## src/tmw_pkg.sv

```systemverilog
// Constants and types shared by the 8-bit waveform timer files
package tmw_pkg;

  // ----------------------------------------------------------------
  // Register bus
  // ----------------------------------------------------------------
  localparam int ADDR_W = 3;
  localparam int DATA_W = 8;
  localparam logic [2:0] ADDR_CTRL = 3'h0;
  localparam logic [2:0] ADDR_COUNT = 3'h1;
  localparam logic [2:0] ADDR_COMPARE = 3'h2;
  localparam logic [2:0] ADDR_FLAGS = 3'h3;
  localparam logic [2:0] ADDR_PORT = 3'h4;

  // ----------------------------------------------------------------
  // Field positions and reset values
  // ----------------------------------------------------------------
  localparam int FLAG_OVF_BIT = 0;
  localparam int FLAG_CMP_BIT = 1;
  localparam int PORT_DATA_BIT = 0;
  localparam int PORT_STATE_BIT = 1;
  localparam logic [7:0] CTRL_RESET = 8'h00;
  localparam logic [7:0] COMPARE_RESET = 8'h00;
  localparam logic [7:0] COUNT_RESET = 8'h00;

  // ----------------------------------------------------------------
  // Counter limits
  // ----------------------------------------------------------------
  localparam logic [7:0] CNT_MAX = 8'hff;
  localparam logic [7:0] CNT_BOTTOM = 8'h00;
  localparam logic [7:0] CNT_STEP = 8'h01;

  // ----------------------------------------------------------------
  // Prescaler divide factors
  // ----------------------------------------------------------------
  localparam int PRESCALE_W = 10;
  localparam logic [PRESCALE_W-1:0] DIV1_MASK = 10'h000;
  localparam logic [PRESCALE_W-1:0] DIV8_MASK = 10'h007;
  localparam logic [PRESCALE_W-1:0] DIV32_MASK = 10'h01f;
  localparam logic [PRESCALE_W-1:0] DIV64_MASK = 10'h03f;
  localparam logic [PRESCALE_W-1:0] DIV128_MASK = 10'h07f;
  localparam logic [PRESCALE_W-1:0] DIV256_MASK = 10'h0ff;
  localparam logic [PRESCALE_W-1:0] DIV1024_MASK = 10'h3ff;

  // ----------------------------------------------------------------
  // Types
  // ----------------------------------------------------------------
  typedef enum logic [1:0] {
    TMW_MODE_NORMAL = 2'h0,
    TMW_MODE_PHASE = 2'h1,
    TMW_MODE_CLEAR = 2'h2,
    TMW_MODE_FAST = 2'h3
  } tmw_mode_t;

  typedef enum logic [1:0] {
    TMW_OUT_NONE = 2'h0,
    TMW_OUT_TOGGLE = 2'h1,
    TMW_OUT_CLEAR = 2'h2,
    TMW_OUT_SET = 2'h3
  } tmw_out_mode_t;

  typedef struct packed {
    logic dir;
    logic [2:0] clk_sel;
    tmw_out_mode_t output_mode;
    tmw_mode_t mode_select;
  } tmw_ctrl_t;

endpackage

```

## src/tmw_prescaler.sv

```systemverilog
// Timer clock enable derived from the I/O clock
module tmw_prescaler (
  // Clock and reset
  input wire logic ref_clk_in,
  input wire logic reset_in,
  // Divide select, zero stops the timer
  input wire logic [2:0] clk_sel_in,
  // Timer clock enable
  output logic tick_out
);

  // ----------------------------------------------------------------
  // Divide decode
  // ----------------------------------------------------------------
  function automatic logic [tmw_pkg::PRESCALE_W-1:0] div_mask(input logic [2:0] sel);
    unique case (sel)
      3'h1: div_mask = tmw_pkg::DIV1_MASK;
      3'h2: div_mask = tmw_pkg::DIV8_MASK;
      3'h3: div_mask = tmw_pkg::DIV32_MASK;
      3'h4: div_mask = tmw_pkg::DIV64_MASK;
      3'h5: div_mask = tmw_pkg::DIV128_MASK;
      3'h6: div_mask = tmw_pkg::DIV256_MASK;
      3'h7: div_mask = tmw_pkg::DIV1024_MASK;
      default: div_mask = tmw_pkg::DIV1_MASK;
    endcase
  endfunction

  logic [tmw_pkg::PRESCALE_W-1:0] div_count;
  logic [tmw_pkg::PRESCALE_W-1:0] mask;

  assign mask = div_mask(clk_sel_in);
  // Divider held at zero while stopped, so a restart is predictable
  assign tick_out = (clk_sel_in != 3'h0) && ((div_count & mask) == mask);

  always_ff @(posedge ref_clk_in) begin
    if (reset_in || clk_sel_in == 3'h0) begin
      div_count <= '0;
    end else begin
      div_count <= div_count + 10'h001;
    end
  end

endmodule

```

## src/tmw_pin_stage.sv

```systemverilog
// Port pin multiplexer for the compare output
module tmw_pin_stage (
  // Controls
  input wire tmw_pkg::tmw_out_mode_t output_mode_in,
  input wire logic dir_in,
  // Sources
  input wire logic oc_state_in,
  input wire logic port_data_in,
  // Pin
  output logic pin_out,
  output logic pin_oe_out
);

  // ----------------------------------------------------------------
  // Source select
  // ----------------------------------------------------------------
  // Any non-zero output mode overrides the general port function
  assign pin_out = (output_mode_in != tmw_pkg::TMW_OUT_NONE) ? oc_state_in : port_data_in;
  // Direction alone decides whether the pin is driven
  assign pin_oe_out = dir_in;

endmodule

```

## src/tmw_timer.sv

```systemverilog
// 8-bit timer with clear-on-match, fast PWM and phase-correct PWM
module tmw_timer (
  // Clock and reset
  input wire logic ref_clk_in,
  input wire logic reset_in,
  // Register port
  input wire logic [tmw_pkg::ADDR_W-1:0] reg_addr_in,
  input wire logic [tmw_pkg::DATA_W-1:0] reg_wdata_in,
  input wire logic reg_wr_in,
  input wire logic reg_rd_in,
  output logic [tmw_pkg::DATA_W-1:0] reg_rdata_out,
  // Compare output pin
  output logic compare_output_out,
  output logic compare_output_oe_out,
  // Status
  output logic overflow_flag_out,
  output logic compare_flag_out
);

  // ----------------------------------------------------------------
  // Declarations
  // ----------------------------------------------------------------
  tmw_pkg::tmw_ctrl_t ctrl;
  logic [7:0] count_value;
  logic [7:0] compare_value;
  logic [7:0] compare_buf;
  logic dir_up;
  logic block_match;
  logic overflow_flag;
  logic compare_flag;
  logic oc_state;
  logic port_data;
  logic [7:0] rdata;
  logic tick;
  logic pwm_mode;
  logic match;
  logic at_max;
  logic at_bottom;
  logic load_compare;
  logic up_side;
  logic [7:0] next_count;
  logic next_dir;
  logic next_oc;
  logic wr_ctrl;
  logic wr_count;
  logic wr_compare;
  logic wr_flags;
  logic wr_port;
  logic set_ovf;
  logic set_cmp;

  // ----------------------------------------------------------------
  // Decode helpers
  // ----------------------------------------------------------------
  function automatic logic addr_hit(input logic [tmw_pkg::ADDR_W-1:0] a,
                                    input logic [tmw_pkg::ADDR_W-1:0] reg_a);
    addr_hit = (a == reg_a);
  endfunction

  // Level that a compare match leaves, given the slope it occurs on
  function automatic logic slope_level(input tmw_pkg::tmw_out_mode_t om,
                                       input logic up);
    slope_level = (om == tmw_pkg::TMW_OUT_SET) ? up : ~up;
  endfunction

  assign wr_ctrl = reg_wr_in && addr_hit(reg_addr_in, tmw_pkg::ADDR_CTRL);
  assign wr_count = reg_wr_in && addr_hit(reg_addr_in, tmw_pkg::ADDR_COUNT);
  assign wr_compare = reg_wr_in && addr_hit(reg_addr_in, tmw_pkg::ADDR_COMPARE);
  assign wr_flags = reg_wr_in && addr_hit(reg_addr_in, tmw_pkg::ADDR_FLAGS);
  assign wr_port = reg_wr_in && addr_hit(reg_addr_in, tmw_pkg::ADDR_PORT);

  // ----------------------------------------------------------------
  // Timer clock
  // ----------------------------------------------------------------
  tmw_prescaler u_prescaler (
    .ref_clk_in(ref_clk_in),
    .reset_in(reset_in),
    .clk_sel_in(ctrl.clk_sel),
    .tick_out(tick)
  );

  // ----------------------------------------------------------------
  // Control and port data registers
  // ----------------------------------------------------------------
  always_ff @(posedge ref_clk_in) begin
    if (reset_in) begin
      ctrl <= tmw_pkg::tmw_ctrl_t'(tmw_pkg::CTRL_RESET);
    end else if (wr_ctrl) begin
      ctrl <= tmw_pkg::tmw_ctrl_t'(reg_wdata_in);
    end
  end

  always_ff @(posedge ref_clk_in) begin
    if (reset_in) begin
      port_data <= 1'b0;
    end else if (wr_port) begin
      port_data <= reg_wdata_in[tmw_pkg::PORT_DATA_BIT];
    end
  end

  // ----------------------------------------------------------------
  // Comparator
  // ----------------------------------------------------------------
  assign pwm_mode = (ctrl.mode_select == tmw_pkg::TMW_MODE_PHASE) ||
                    (ctrl.mode_select == tmw_pkg::TMW_MODE_FAST);
  assign at_max = (count_value == tmw_pkg::CNT_MAX);
  assign at_bottom = (count_value == tmw_pkg::CNT_BOTTOM);
  // A count write masks the match of the next timer clock
  assign match = tick && !block_match && (count_value == compare_value);
  // Bottom counts as up-slope and MAX as down-slope, giving the extremes
  assign up_side = at_bottom ? 1'b1 : (at_max ? 1'b0 : dir_up);
  // Both PWM modes reload at MAX; in fast PWM that is the step to bottom
  assign load_compare = pwm_mode && tick && at_max;

  always_ff @(posedge ref_clk_in) begin
    if (reset_in) begin
      block_match <= 1'b0;
    end else if (wr_count) begin
      block_match <= 1'b1;
    end else if (tick) begin
      block_match <= 1'b0;
    end
  end

  // ----------------------------------------------------------------
  // Compare value and its buffer
  // ----------------------------------------------------------------
  always_ff @(posedge ref_clk_in) begin
    if (reset_in) begin
      compare_buf <= tmw_pkg::COMPARE_RESET;
    end else if (wr_compare) begin
      compare_buf <= reg_wdata_in;
    end
  end

  always_ff @(posedge ref_clk_in) begin
    if (reset_in) begin
      compare_value <= tmw_pkg::COMPARE_RESET;
    end else if (wr_compare && !pwm_mode) begin
      // No buffering here: a value below the count waits for a wrap
      compare_value <= reg_wdata_in;
    end else if (load_compare) begin
      compare_value <= compare_buf;
    end
  end

  // ----------------------------------------------------------------
  // Counter sequence
  // ----------------------------------------------------------------
  always_comb begin
    next_count = count_value;
    next_dir = dir_up;
    if (tick) begin
      unique case (ctrl.mode_select)
        tmw_pkg::TMW_MODE_CLEAR: begin
          if (match) begin
            next_count = tmw_pkg::CNT_BOTTOM;
          end else begin
            next_count = count_value + tmw_pkg::CNT_STEP;
          end
          next_dir = 1'b1;
        end
        tmw_pkg::TMW_MODE_FAST: begin
          // Natural 8-bit wrap gives 256 steps per period
          next_count = count_value + tmw_pkg::CNT_STEP;
          next_dir = 1'b1;
        end
        tmw_pkg::TMW_MODE_PHASE: begin
          if (dir_up && at_max) begin
            next_dir = 1'b0;
            next_count = count_value - tmw_pkg::CNT_STEP;
          end else if (!dir_up && at_bottom) begin
            next_dir = 1'b1;
            next_count = count_value + tmw_pkg::CNT_STEP;
          end else if (dir_up) begin
            next_count = count_value + tmw_pkg::CNT_STEP;
          end else begin
            next_count = count_value - tmw_pkg::CNT_STEP;
          end
        end
        default: begin
          next_count = count_value + tmw_pkg::CNT_STEP;
          next_dir = 1'b1;
        end
      endcase
    end
  end

  always_ff @(posedge ref_clk_in) begin
    if (reset_in) begin
      count_value <= tmw_pkg::COUNT_RESET;
    end else if (wr_count) begin
      count_value <= reg_wdata_in;
    end else begin
      count_value <= next_count;
    end
  end

  always_ff @(posedge ref_clk_in) begin
    if (reset_in) begin
      dir_up <= 1'b1;
    end else if (ctrl.mode_select != tmw_pkg::TMW_MODE_PHASE) begin
      dir_up <= 1'b1;
    end else begin
      dir_up <= next_dir;
    end
  end

  // ----------------------------------------------------------------
  // Flags
  // ----------------------------------------------------------------
  always_comb begin
    set_ovf = 1'b0;
    if (tick) begin
      unique case (ctrl.mode_select)
        tmw_pkg::TMW_MODE_PHASE: set_ovf = at_bottom;
        tmw_pkg::TMW_MODE_FAST: set_ovf = at_max;
        default: set_ovf = at_max && (next_count == tmw_pkg::CNT_BOTTOM);
      endcase
    end
  end

  // The match ends the timer clock it occurs in, so the flag rises at its edge
  assign set_cmp = match;

  // A set in the clearing cycle wins over the clear
  always_ff @(posedge ref_clk_in) begin
    if (reset_in) begin
      overflow_flag <= 1'b0;
    end else begin
      overflow_flag <= set_ovf ||
                       (overflow_flag && !(wr_flags && reg_wdata_in[tmw_pkg::FLAG_OVF_BIT]));
    end
  end

  always_ff @(posedge ref_clk_in) begin
    if (reset_in) begin
      compare_flag <= 1'b0;
    end else begin
      compare_flag <= set_cmp ||
                      (compare_flag && !(wr_flags && reg_wdata_in[tmw_pkg::FLAG_CMP_BIT]));
    end
  end

  // ----------------------------------------------------------------
  // Waveform generator
  // ----------------------------------------------------------------
  always_comb begin
    next_oc = oc_state;
    if (tick) begin
      unique case (ctrl.mode_select)
        tmw_pkg::TMW_MODE_FAST: begin
          if (match && ctrl.output_mode == tmw_pkg::TMW_OUT_TOGGLE) begin
            next_oc = ~oc_state;
          end else if (match && ctrl.output_mode[1]) begin
            next_oc = (ctrl.output_mode == tmw_pkg::TMW_OUT_SET);
          end
          // Wrap action after match, so compare at MAX gives a steady level
          if (at_max && ctrl.output_mode[1]) begin
            next_oc = (ctrl.output_mode == tmw_pkg::TMW_OUT_CLEAR);
          end
        end
        tmw_pkg::TMW_MODE_PHASE: begin
          if (match && ctrl.output_mode[1]) begin
            next_oc = slope_level(ctrl.output_mode, up_side);
          end
          // Level at MAX must match the up-slope result once compare leaves MAX
          if (at_max && ctrl.output_mode[1] && compare_buf != tmw_pkg::CNT_MAX) begin
            next_oc = slope_level(ctrl.output_mode, 1'b1);
          end
        end
        default: begin
          if (match) begin
            unique case (ctrl.output_mode)
              tmw_pkg::TMW_OUT_TOGGLE: next_oc = ~oc_state;
              tmw_pkg::TMW_OUT_CLEAR: next_oc = 1'b0;
              tmw_pkg::TMW_OUT_SET: next_oc = 1'b1;
              tmw_pkg::TMW_OUT_NONE: next_oc = oc_state;
            endcase
          end
        end
      endcase
    end
  end

  // Output state survives mode changes and a disabled pin
  always_ff @(posedge ref_clk_in) begin
    if (reset_in) begin
      oc_state <= 1'b0;
    end else begin
      oc_state <= next_oc;
    end
  end

  tmw_pin_stage u_pin_stage (
    .output_mode_in(ctrl.output_mode),
    .dir_in(ctrl.dir),
    .oc_state_in(oc_state),
    .port_data_in(port_data),
    .pin_out(compare_output_out),
    .pin_oe_out(compare_output_oe_out)
  );

  // ----------------------------------------------------------------
  // Read port
  // ----------------------------------------------------------------
  always_ff @(posedge ref_clk_in) begin
    if (reset_in) begin
      rdata <= 8'h00;
    end else if (reg_rd_in) begin
      unique case (reg_addr_in)
        tmw_pkg::ADDR_CTRL: rdata <= ctrl;
        tmw_pkg::ADDR_COUNT: rdata <= count_value;
        tmw_pkg::ADDR_COMPARE: rdata <= compare_buf;
        tmw_pkg::ADDR_FLAGS: rdata <= {6'h00, compare_flag, overflow_flag};
        tmw_pkg::ADDR_PORT: rdata <= {6'h00, oc_state, port_data};
        default: rdata <= 8'h00;
      endcase
    end else begin
      rdata <= 8'h00;
    end
  end

  assign reg_rdata_out = rdata;
  assign overflow_flag_out = overflow_flag;
  assign compare_flag_out = compare_flag;

endmodule

```

## config.mk

```make
export PLATFORM = sky130hd
export DESIGN_NAME = tmw_timer
export DESIGN_NICKNAME = d
export VERILOG_FILES = /design/src/tmw_pkg.sv /design/src/tmw_prescaler.sv /design/src/tmw_pin_stage.sv /design/src/tmw_timer.sv
export SDC_FILE = /design/constraint.sdc
export NUM_CORES = 1
export LEC_CHECK = 0
export BUFFER_PORTS_ARGS = -buffer_cell sky130_fd_sc_hd__buf_2
export CAP_MARGIN = 10
export CORE_MARGIN = 2
export CORE_UTILIZATION = 30
export CTS_CLUSTER_SIZE = 14
export DETAILED_ROUTE_END_ITERATION = 16
export SLEW_MARGIN = 5
export SYNTH_ARGS = -nofsm -noshare
export SYNTH_HDL_FRONTEND = slang
export SYNTH_SLANG_ARGS = --single-unit
```

## constraint.sdc

```tcl
create_clock -name ref_clk_in -period 3.8 [get_ports ref_clk_in]
set_clock_uncertainty 0.05 [all_clocks]
set_input_delay 0.19 -clock ref_clk_in [delete_from_list [all_inputs] [get_ports ref_clk_in]]
set_output_delay 0.19 -clock ref_clk_in [all_outputs]
set_load 0.03 [all_outputs]
```

==> flow_summary_export.csv, run 1 <==
group,metric,value,unit
clock_tree,cts-buffers-inserted,5,
synthesis,syn_area_per_cell,7.83,µm²
critical_path,cp.depth,8,
detailed_routing,drt-pass1-iter-count,5,
outcome,status,"finished clean",
synthesis,syn_inst,420,
finish,nets,450,
critical_path,r2r-end,"count_value[4]",
critical_path,crit_family,"compound AO/OA/AOI/OAI gates",
synthesis,synth_nets,441,
timing,rsz0062_at_grt,"false",
synthesis,syn_area,3290,µm²
global_route,grtUsageMet3,2.99,%
critical_path,r2r_cells,8,
floorplan,die_w,109,µm
critical_path,end_kind,"register",
clock_tree,clk_pin_slew,0.11,ns
worst_hold_path,whs_path_depth,3,
synthesis,ys_seq_area_share,34.1,%
synthesis,synth-seq-cells,56,
power_and_ir_drop,power_density,317,nW/µm²
timing,whs,0.0754,ns
floorplan,rows,38,
global_route,grt_use_total,15.9,%
detailed_routing,drt_wl_total,9.03,mm
detailed_routing,drt-initial-drc-count,210,
synthesis,async_reset_ff_share,0,%
detailed_routing,vias_per_cell,5.37,
timing,timing.fmax,0.405,GHz
power_and_ir_drop,vdd_drop_max,0.000165,V
finish,diodes,0,
synthesis,synth_warnings,0,
synthesis,synth_edf_count,0,
global_route,grt_util_met2,25.8,%
detailed_routing,vias,3063,
critical_path,cp_cell_sequence,"ha_1, and3_1, a21boi_1, nor3_4, a311oi_1, o22ai_1, a21oi_1, a211oi_1",
worst_hold_path,hold_class,"in2reg",
critical_path,arrival,2.66,ns
power_and_ir_drop,finalPower,1.14,mW
timing,tightest_slew,0.825,ns
timing,fin_tns_setup,0,ns
critical_path,path_class,"reg2reg",
global_route,grt_pass1_wl,14.9,mm
placed_design,dp_hpwl,6.41,mm
clock_tree,htreeDepth,2,
global_route,grt_max_degree,42,
critical_path,slowest_delay,0.53,ns
synthesis,synthFlopType,"dfxtp_1",
detailed_routing,drc,0,
global_route,met1_usage,21.8,%
timing,finalCritPeriodShare,65.1,%
finish,drive_above_1_share,12.1,%
global_route,busiest_layer,"met2",
floorplan,fp.coreArea,10800,µm²
placed_design,port_buffers,26,
floorplan,die_area,11800,µm²
clock_tree,hold_buffers,0,
floorplan,start_util,30.5,%
timing,period_needed,2.47,ns
global_route,antenna_found_initial,0,
floorplan,die_height,109,µm
global_route,grt_pass1_vias,2905,
placed_design,gp_congestion,0.864,
power_and_ir_drop,leakage,1.26,nW
synthesis,ys_types,67,
timing,finalSetupViolCount,0,
critical_path,critPathLaunchType,"register",
flow_run,maxCapViolCount,0,
detailed_routing,drt-wirelength-per-cell,15.8,µm
critical_path,slowest_stage,"dfxtp_1",
clock_tree,cts_tree,"done",
clock_tree,cts_resized,0,
clock_tree,clockRootBuffer,"clkbuf_8",
timing,drv_slew,0,
clock_tree,worstSkewPairLatency,0.33,ns
critical_path,critPathLaunch,"count_value[1]",
critical_path,r2r_setup_slack,1.33,ns
timing,maxSlewHeadroom,45.0,%
clock_tree,clkSinkCount,56,
finish,areaGrowthSynthToFinish,9.01,%
clock_tree,post_cts_buffers,0,
detailed_routing,ant_nets,0,
critical_path,cp-endpoint,"count_value[4]",
critical_path,required,3.99,ns
timing,final-hold-violation-count,0,
clock_tree,clockBufferDepth,2,
critical_path,cp.buffers_inverters,0,
critical_path,reg2reg_from,"count_value[1]",
floorplan,io_pins,27,
global_route,gr-total-overflow,0,
critical_path,crit_fanout,9,
layer usage:
metal  up-vias  part of all wire [%]
li1       1511                     -
met1      1468                    48
met2        75                    46
met3         9                   4.8
met4         0                   1.0
met5         -                     0
tightest hold or removal path, cell delays in order:
cell and delay (ns):
buf_2 0.11, nand2_1 0.08, nor2_1 0.05
placed cells by master, fill, tap and decap left out, drive strengths merged, types with 10 or more instances in the layout:
cell type   n
a211oi     13
xor2       14
o21ai      10
buf        28
nor3       10
dfxtp      56
inv        16
nand3      19
nand2      61
mux2i      15
nor2       54
a21oi      34
how the worst min path moves through the flow:
stage                                   startpoint                        to
after floorplan                    reg_wdata_in[5]            count_value[5]
after global placement    u_prescaler.div_count[0]  u_prescaler.div_count[0]
after detailed placement  u_prescaler.div_count[0]  u_prescaler.div_count[0]
after CTS                                reg_rd_in          reg_rdata_out[0]
after global routing               reg_wdata_in[3]            compare_buf[3]
final                                    reg_rd_in          reg_rdata_out[0]
state kept, by name, indices dropped and copies added (netlist names):
register and flops:
count_value 8, compare_buf 8, oc_state 1, compare_flag_out 1
dir_up 1, u_prescaler.div_count 10, reg_rdata_out 8, block_match 1
compare_value 8, port_data 1, overflow_flag_out 1, ctrl 8
cell type report:
cell class,count,area [µm²]
Fill cell,1148,7210
Multi-Input combinational cell,323,2000
Sequential cell,56,1120
Tap cell,140,175
Timing Repair Buffer,28,143
Clock buffer,5,68.8
Inverter,15,56.3
Clock inverter,3,26.3
synth_stat cells (all sizes together) (4+ instances only):
| cell type | number | area (µm²) |
|---|---|---|
| nor3 | 10 | 61.3 |
| nand2 | 61 | 231 |
| xnor2 | 4 | 35.0 |
| nand2b | 4 | 25.0 |
| o22ai | 5 | 45.0 |
| dfxtp | 56 | 1120 |
| and3 | 6 | 38.8 |
| o21ai | 10 | 50.0 |
| buf | 8 | 48.8 |
| a211oi | 13 | 103 |
| nor2 | 54 | 210 |
| a21oi | 34 | 170 |
| mux2i | 15 | 150 |
| nor4 | 4 | 25.0 |
| ha | 6 | 75.1 |
| o2111ai | 4 | 35.0 |
| xor2 | 14 | 123 |
| nand3 | 19 | 95.1 |
| nand4 | 4 | 25.0 |
| clkbuf | 18 | 67.6 |
| inv | 15 | 56.3 |
kinds of logic (layout without fill, tap and decap cells):
logic type / count (synthesis) / after routing / share of synthesized area, %
AO/OA/AOI/OAI: 102 / 102 / 21.5
XOR/XNOR: 18 / 18 / 4.79
adder cells (fa/ha/maj): 6 / 6 / 2.28
buffers and inverters: 41 / 51 / 5.25
flip-flops: 56 / 56 / 34.1
multiplexers: 17 / 17 / 6.05
AND/OR/NAND/NOR: 180 / 180 / 26.0
where the power goes:
part           leakage (nW)  total, mW  switching (mW)  internal, mW
clock                0.0487      0.353           0.218         0.135
combinational         0.755      0.157          0.0977        0.0595
sequential            0.453      0.625          0.0248         0.600
per-stage QoR:
step	util, %	setup slack [ns]	area [µm²]	cells
finish	33.2	1.33	3590	570
global route	33.2	0.975	3590	570
CTS	33.2	1.35	3580	569
detailed placement	32.3	1.38	3490	561
global placement	32.3	1.41	3490	561
floorplan	-	1.64	3290	420
No activity file was read; power rests on OpenSTA's default activity.
==> run 2: changes to the inputs <==
Clock period 3.8 ns to 2.21 ns, I/O delays scaled along.
==> run 2 against run 1 <==
Net effect: combinational power grew 120%; utilization grew 4.1 points; die area is the same; critical path depth shrank 1; global-route usage grew 0.41 points; cell count grew 7.7%; worst setup slack lost 1.3 ns; register-to-register slack lost 1.3 ns; critical path type unchanged; highest routed layer unchanged.
==> flow_summary_export.csv, run 2 (synthesis results as in run 1) <==
group,metric,value,unit
placed_design,gp_congestion,0.890,
global_route,grtUsageMet3,2.87,%
power_and_ir_drop,leakage,1.50,nW
timing,finalSetupViolCount,0,
critical_path,reg2reg_from,"count_value[1]",
global_route,grt_max_degree,28,
critical_path,arrival,2.35,ns
timing,timing.fmax,0.456,GHz
placed_design,port_buffers,26,
floorplan,start_util,30.5,%
global_route,busiest_layer,"met2",
finish,regMostFlops,"u_prescaler.div_count",
floorplan,die_w,109,µm
finish,final_cell_mix,"nand2_1 (58), nor2_1 (53), dfxtp_1 (49)",
floorplan,die_height,109,µm
timing,final-hold-violation-count,0,
global_route,grt_pass1_vias,3068,
detailed_routing,drt-initial-drc-count,162,
finish,final_common_cell,"nand2_1",
clock_tree,htreeDepth,2,
clock_tree,clk_pin_slew,0.10,ns
critical_path,path_class,"reg2reg",
global_route,grt_util_met2,26.4,%
clock_tree,clockRootBuffer,"clkbuf_8",
detailed_routing,drt_wl_total,9.43,mm
floorplan,io_pins,27,
worst_hold_path,whs_path_depth,3,
critical_path,r2r_cells,7,
floorplan,die_area,11800,µm²
finish,areaGrowthSynthToFinish,22.3,%
detailed_routing,drt-wirelength-per-cell,15.4,µm
placed_design,placed_cells,595,
timing,fin_tns_setup,0,ns
placed_design,dp_hpwl,7.02,mm
critical_path,end_kind,"register",
clock_tree,worstSkewPairLatency,0.32,ns
critical_path,r2r-end,"count_value[7]",
clock_tree,cts_tree,"done",
floorplan,fp.coreArea,10800,µm²
critical_path,required,2.36,ns
timing,maxSlewHeadroom,72.9,%
outcome,status,"finished clean",
clock_tree,cts-buffers-inserted,5,
detailed_routing,ant_nets,0,
finish,instances_no_fill,614,
power_and_ir_drop,finalPower,2.01,mW
power_and_ir_drop,vdd_drop_max,0.000243,V
detailed_routing,drc,0,
timing,setup_slack,0.0161,ns
finish,largest_reg_flops,10,
global_route,grt_use_total,16.4,%
global_route,gr-total-overflow,0,
finish,nets,494,
detailed_routing,vias_per_cell,5.24,
clock_tree,clkSinkCount,56,
clock_tree,clockBufferDepth,2,
worst_hold_path,min_from,"reg_wdata_in[3]",
placed_design,preCtsSetupSlack,0.0116,ns
flow_run,maxCapViolCount,0,
global_route,met1_usage,22.2,%
critical_path,r2r_setup_slack,0.02,ns
floorplan,rows,38,
worst_hold_path,hold_class,"in2reg",
worst_hold_path,hold_end,"compare_buf[3]",
placed_design,dpl-instance-area,3740,µm²
timing,finalCritPeriodShare,99.3,%
global_route,grt_pass1_wl,15.1,mm
global_route,antenna_found_initial,0,
finish,drive_above_1_share,24.3,%
finish,diodes,0,
detailed_routing,vias,3219,
critical_path,crit_fanout,5,
timing,rsz0062_at_grt,"true",
finish,final_area,4030,µm²
timing,tightest_slew,0.404,ns
critical_path,critPathLaunchType,"register",
timing,period_needed,2.19,ns
detailed_routing,drt-pass1-iter-count,4,
power_and_ir_drop,power_density,499,nW/µm²
timing,drv_slew,0,
-- run 2: changes by cell type in the layout (fill, tap and decap cells not counted), sizes merged --
cell         delta
buf            +43
clkbuf          +2
clkinv          -2
clkinvlp        +1
dlygate4sd3     +1
inv             -1
-- run 2: cell type report --
class	instances	area [µm²]
repair buffers	72	494
well taps	140	175
flip-flops and latches	56	1130
inverters	15	56.3
clock buffers	7	86.3
fillers	1099	6770
clock inverters	1	7.51
multi-input cells	323	2070
-- run 2: metrics by stage --
step | utilization (%) | hold WS [ns]
finish | 37.3 | 0.0188
detailed placement | 34.7 | 0.337
global route | 37.3 | 0.0121
global placement | 34.7 | 0.336
CTS | 35.6 | 0.0165
floorplan | - | 0.188
-- run 2: repair_timing --
| item | in CTS | in global routing |
|---|---|---|
| resized for setup | 1 | 26 |
| setup endpoints to repair | 2 | 17 |
| hold endpoints to repair | 1 | 0 |
| hold buffers | 1 | 0 |
| setup buffers | 0 | 10 |
| pin swaps | 0 | 10 |
-- run 2: worst max-delay path by stage --
stage	slack [ns]	start	end	cells past startpoint
6_report	0.02	count_value[1]	count_value[7]	7
4_1_cts	0.0006	count_value[1]	count_value[7]	7
2_1_floorplan	0.05	count_value[0]	count_value[7]	8
3_3_place_gp	0.05	count_value[0]	compare_value[6]	7
3_5_place_dp	0.01	count_value[1]	count_value[7]	7
5_1_grt	-0.03	count_value[1]	count_value[7]	7
-- run 2: report_power, final --
group	internal, mW	switching, mW	leakage (nW)
Clock	0.256	0.350	0.0445
Sequential	1.03	0.0284	0.457
Combinational	0.147	0.196	1.00
Total	1.43	0.574	1.50
-- run 2: metal layers --
metal  routed length, µm  vias up
li1                    -     1594
met1                4250     1517
met2                4500       94
met3                 516       14
met4                 158        0
met5                   0        -
-- run 2: critical path, cell delays in order, from the launching register on --
cell and delay (ns):
dfxtp_4 0.37, or2_4 0.26, or4_4 0.42, or3_4 0.41, a2111oi_4 0.29, a31oi_1 0.08
o2111ai_1 0.09, a31oi_1 0.10
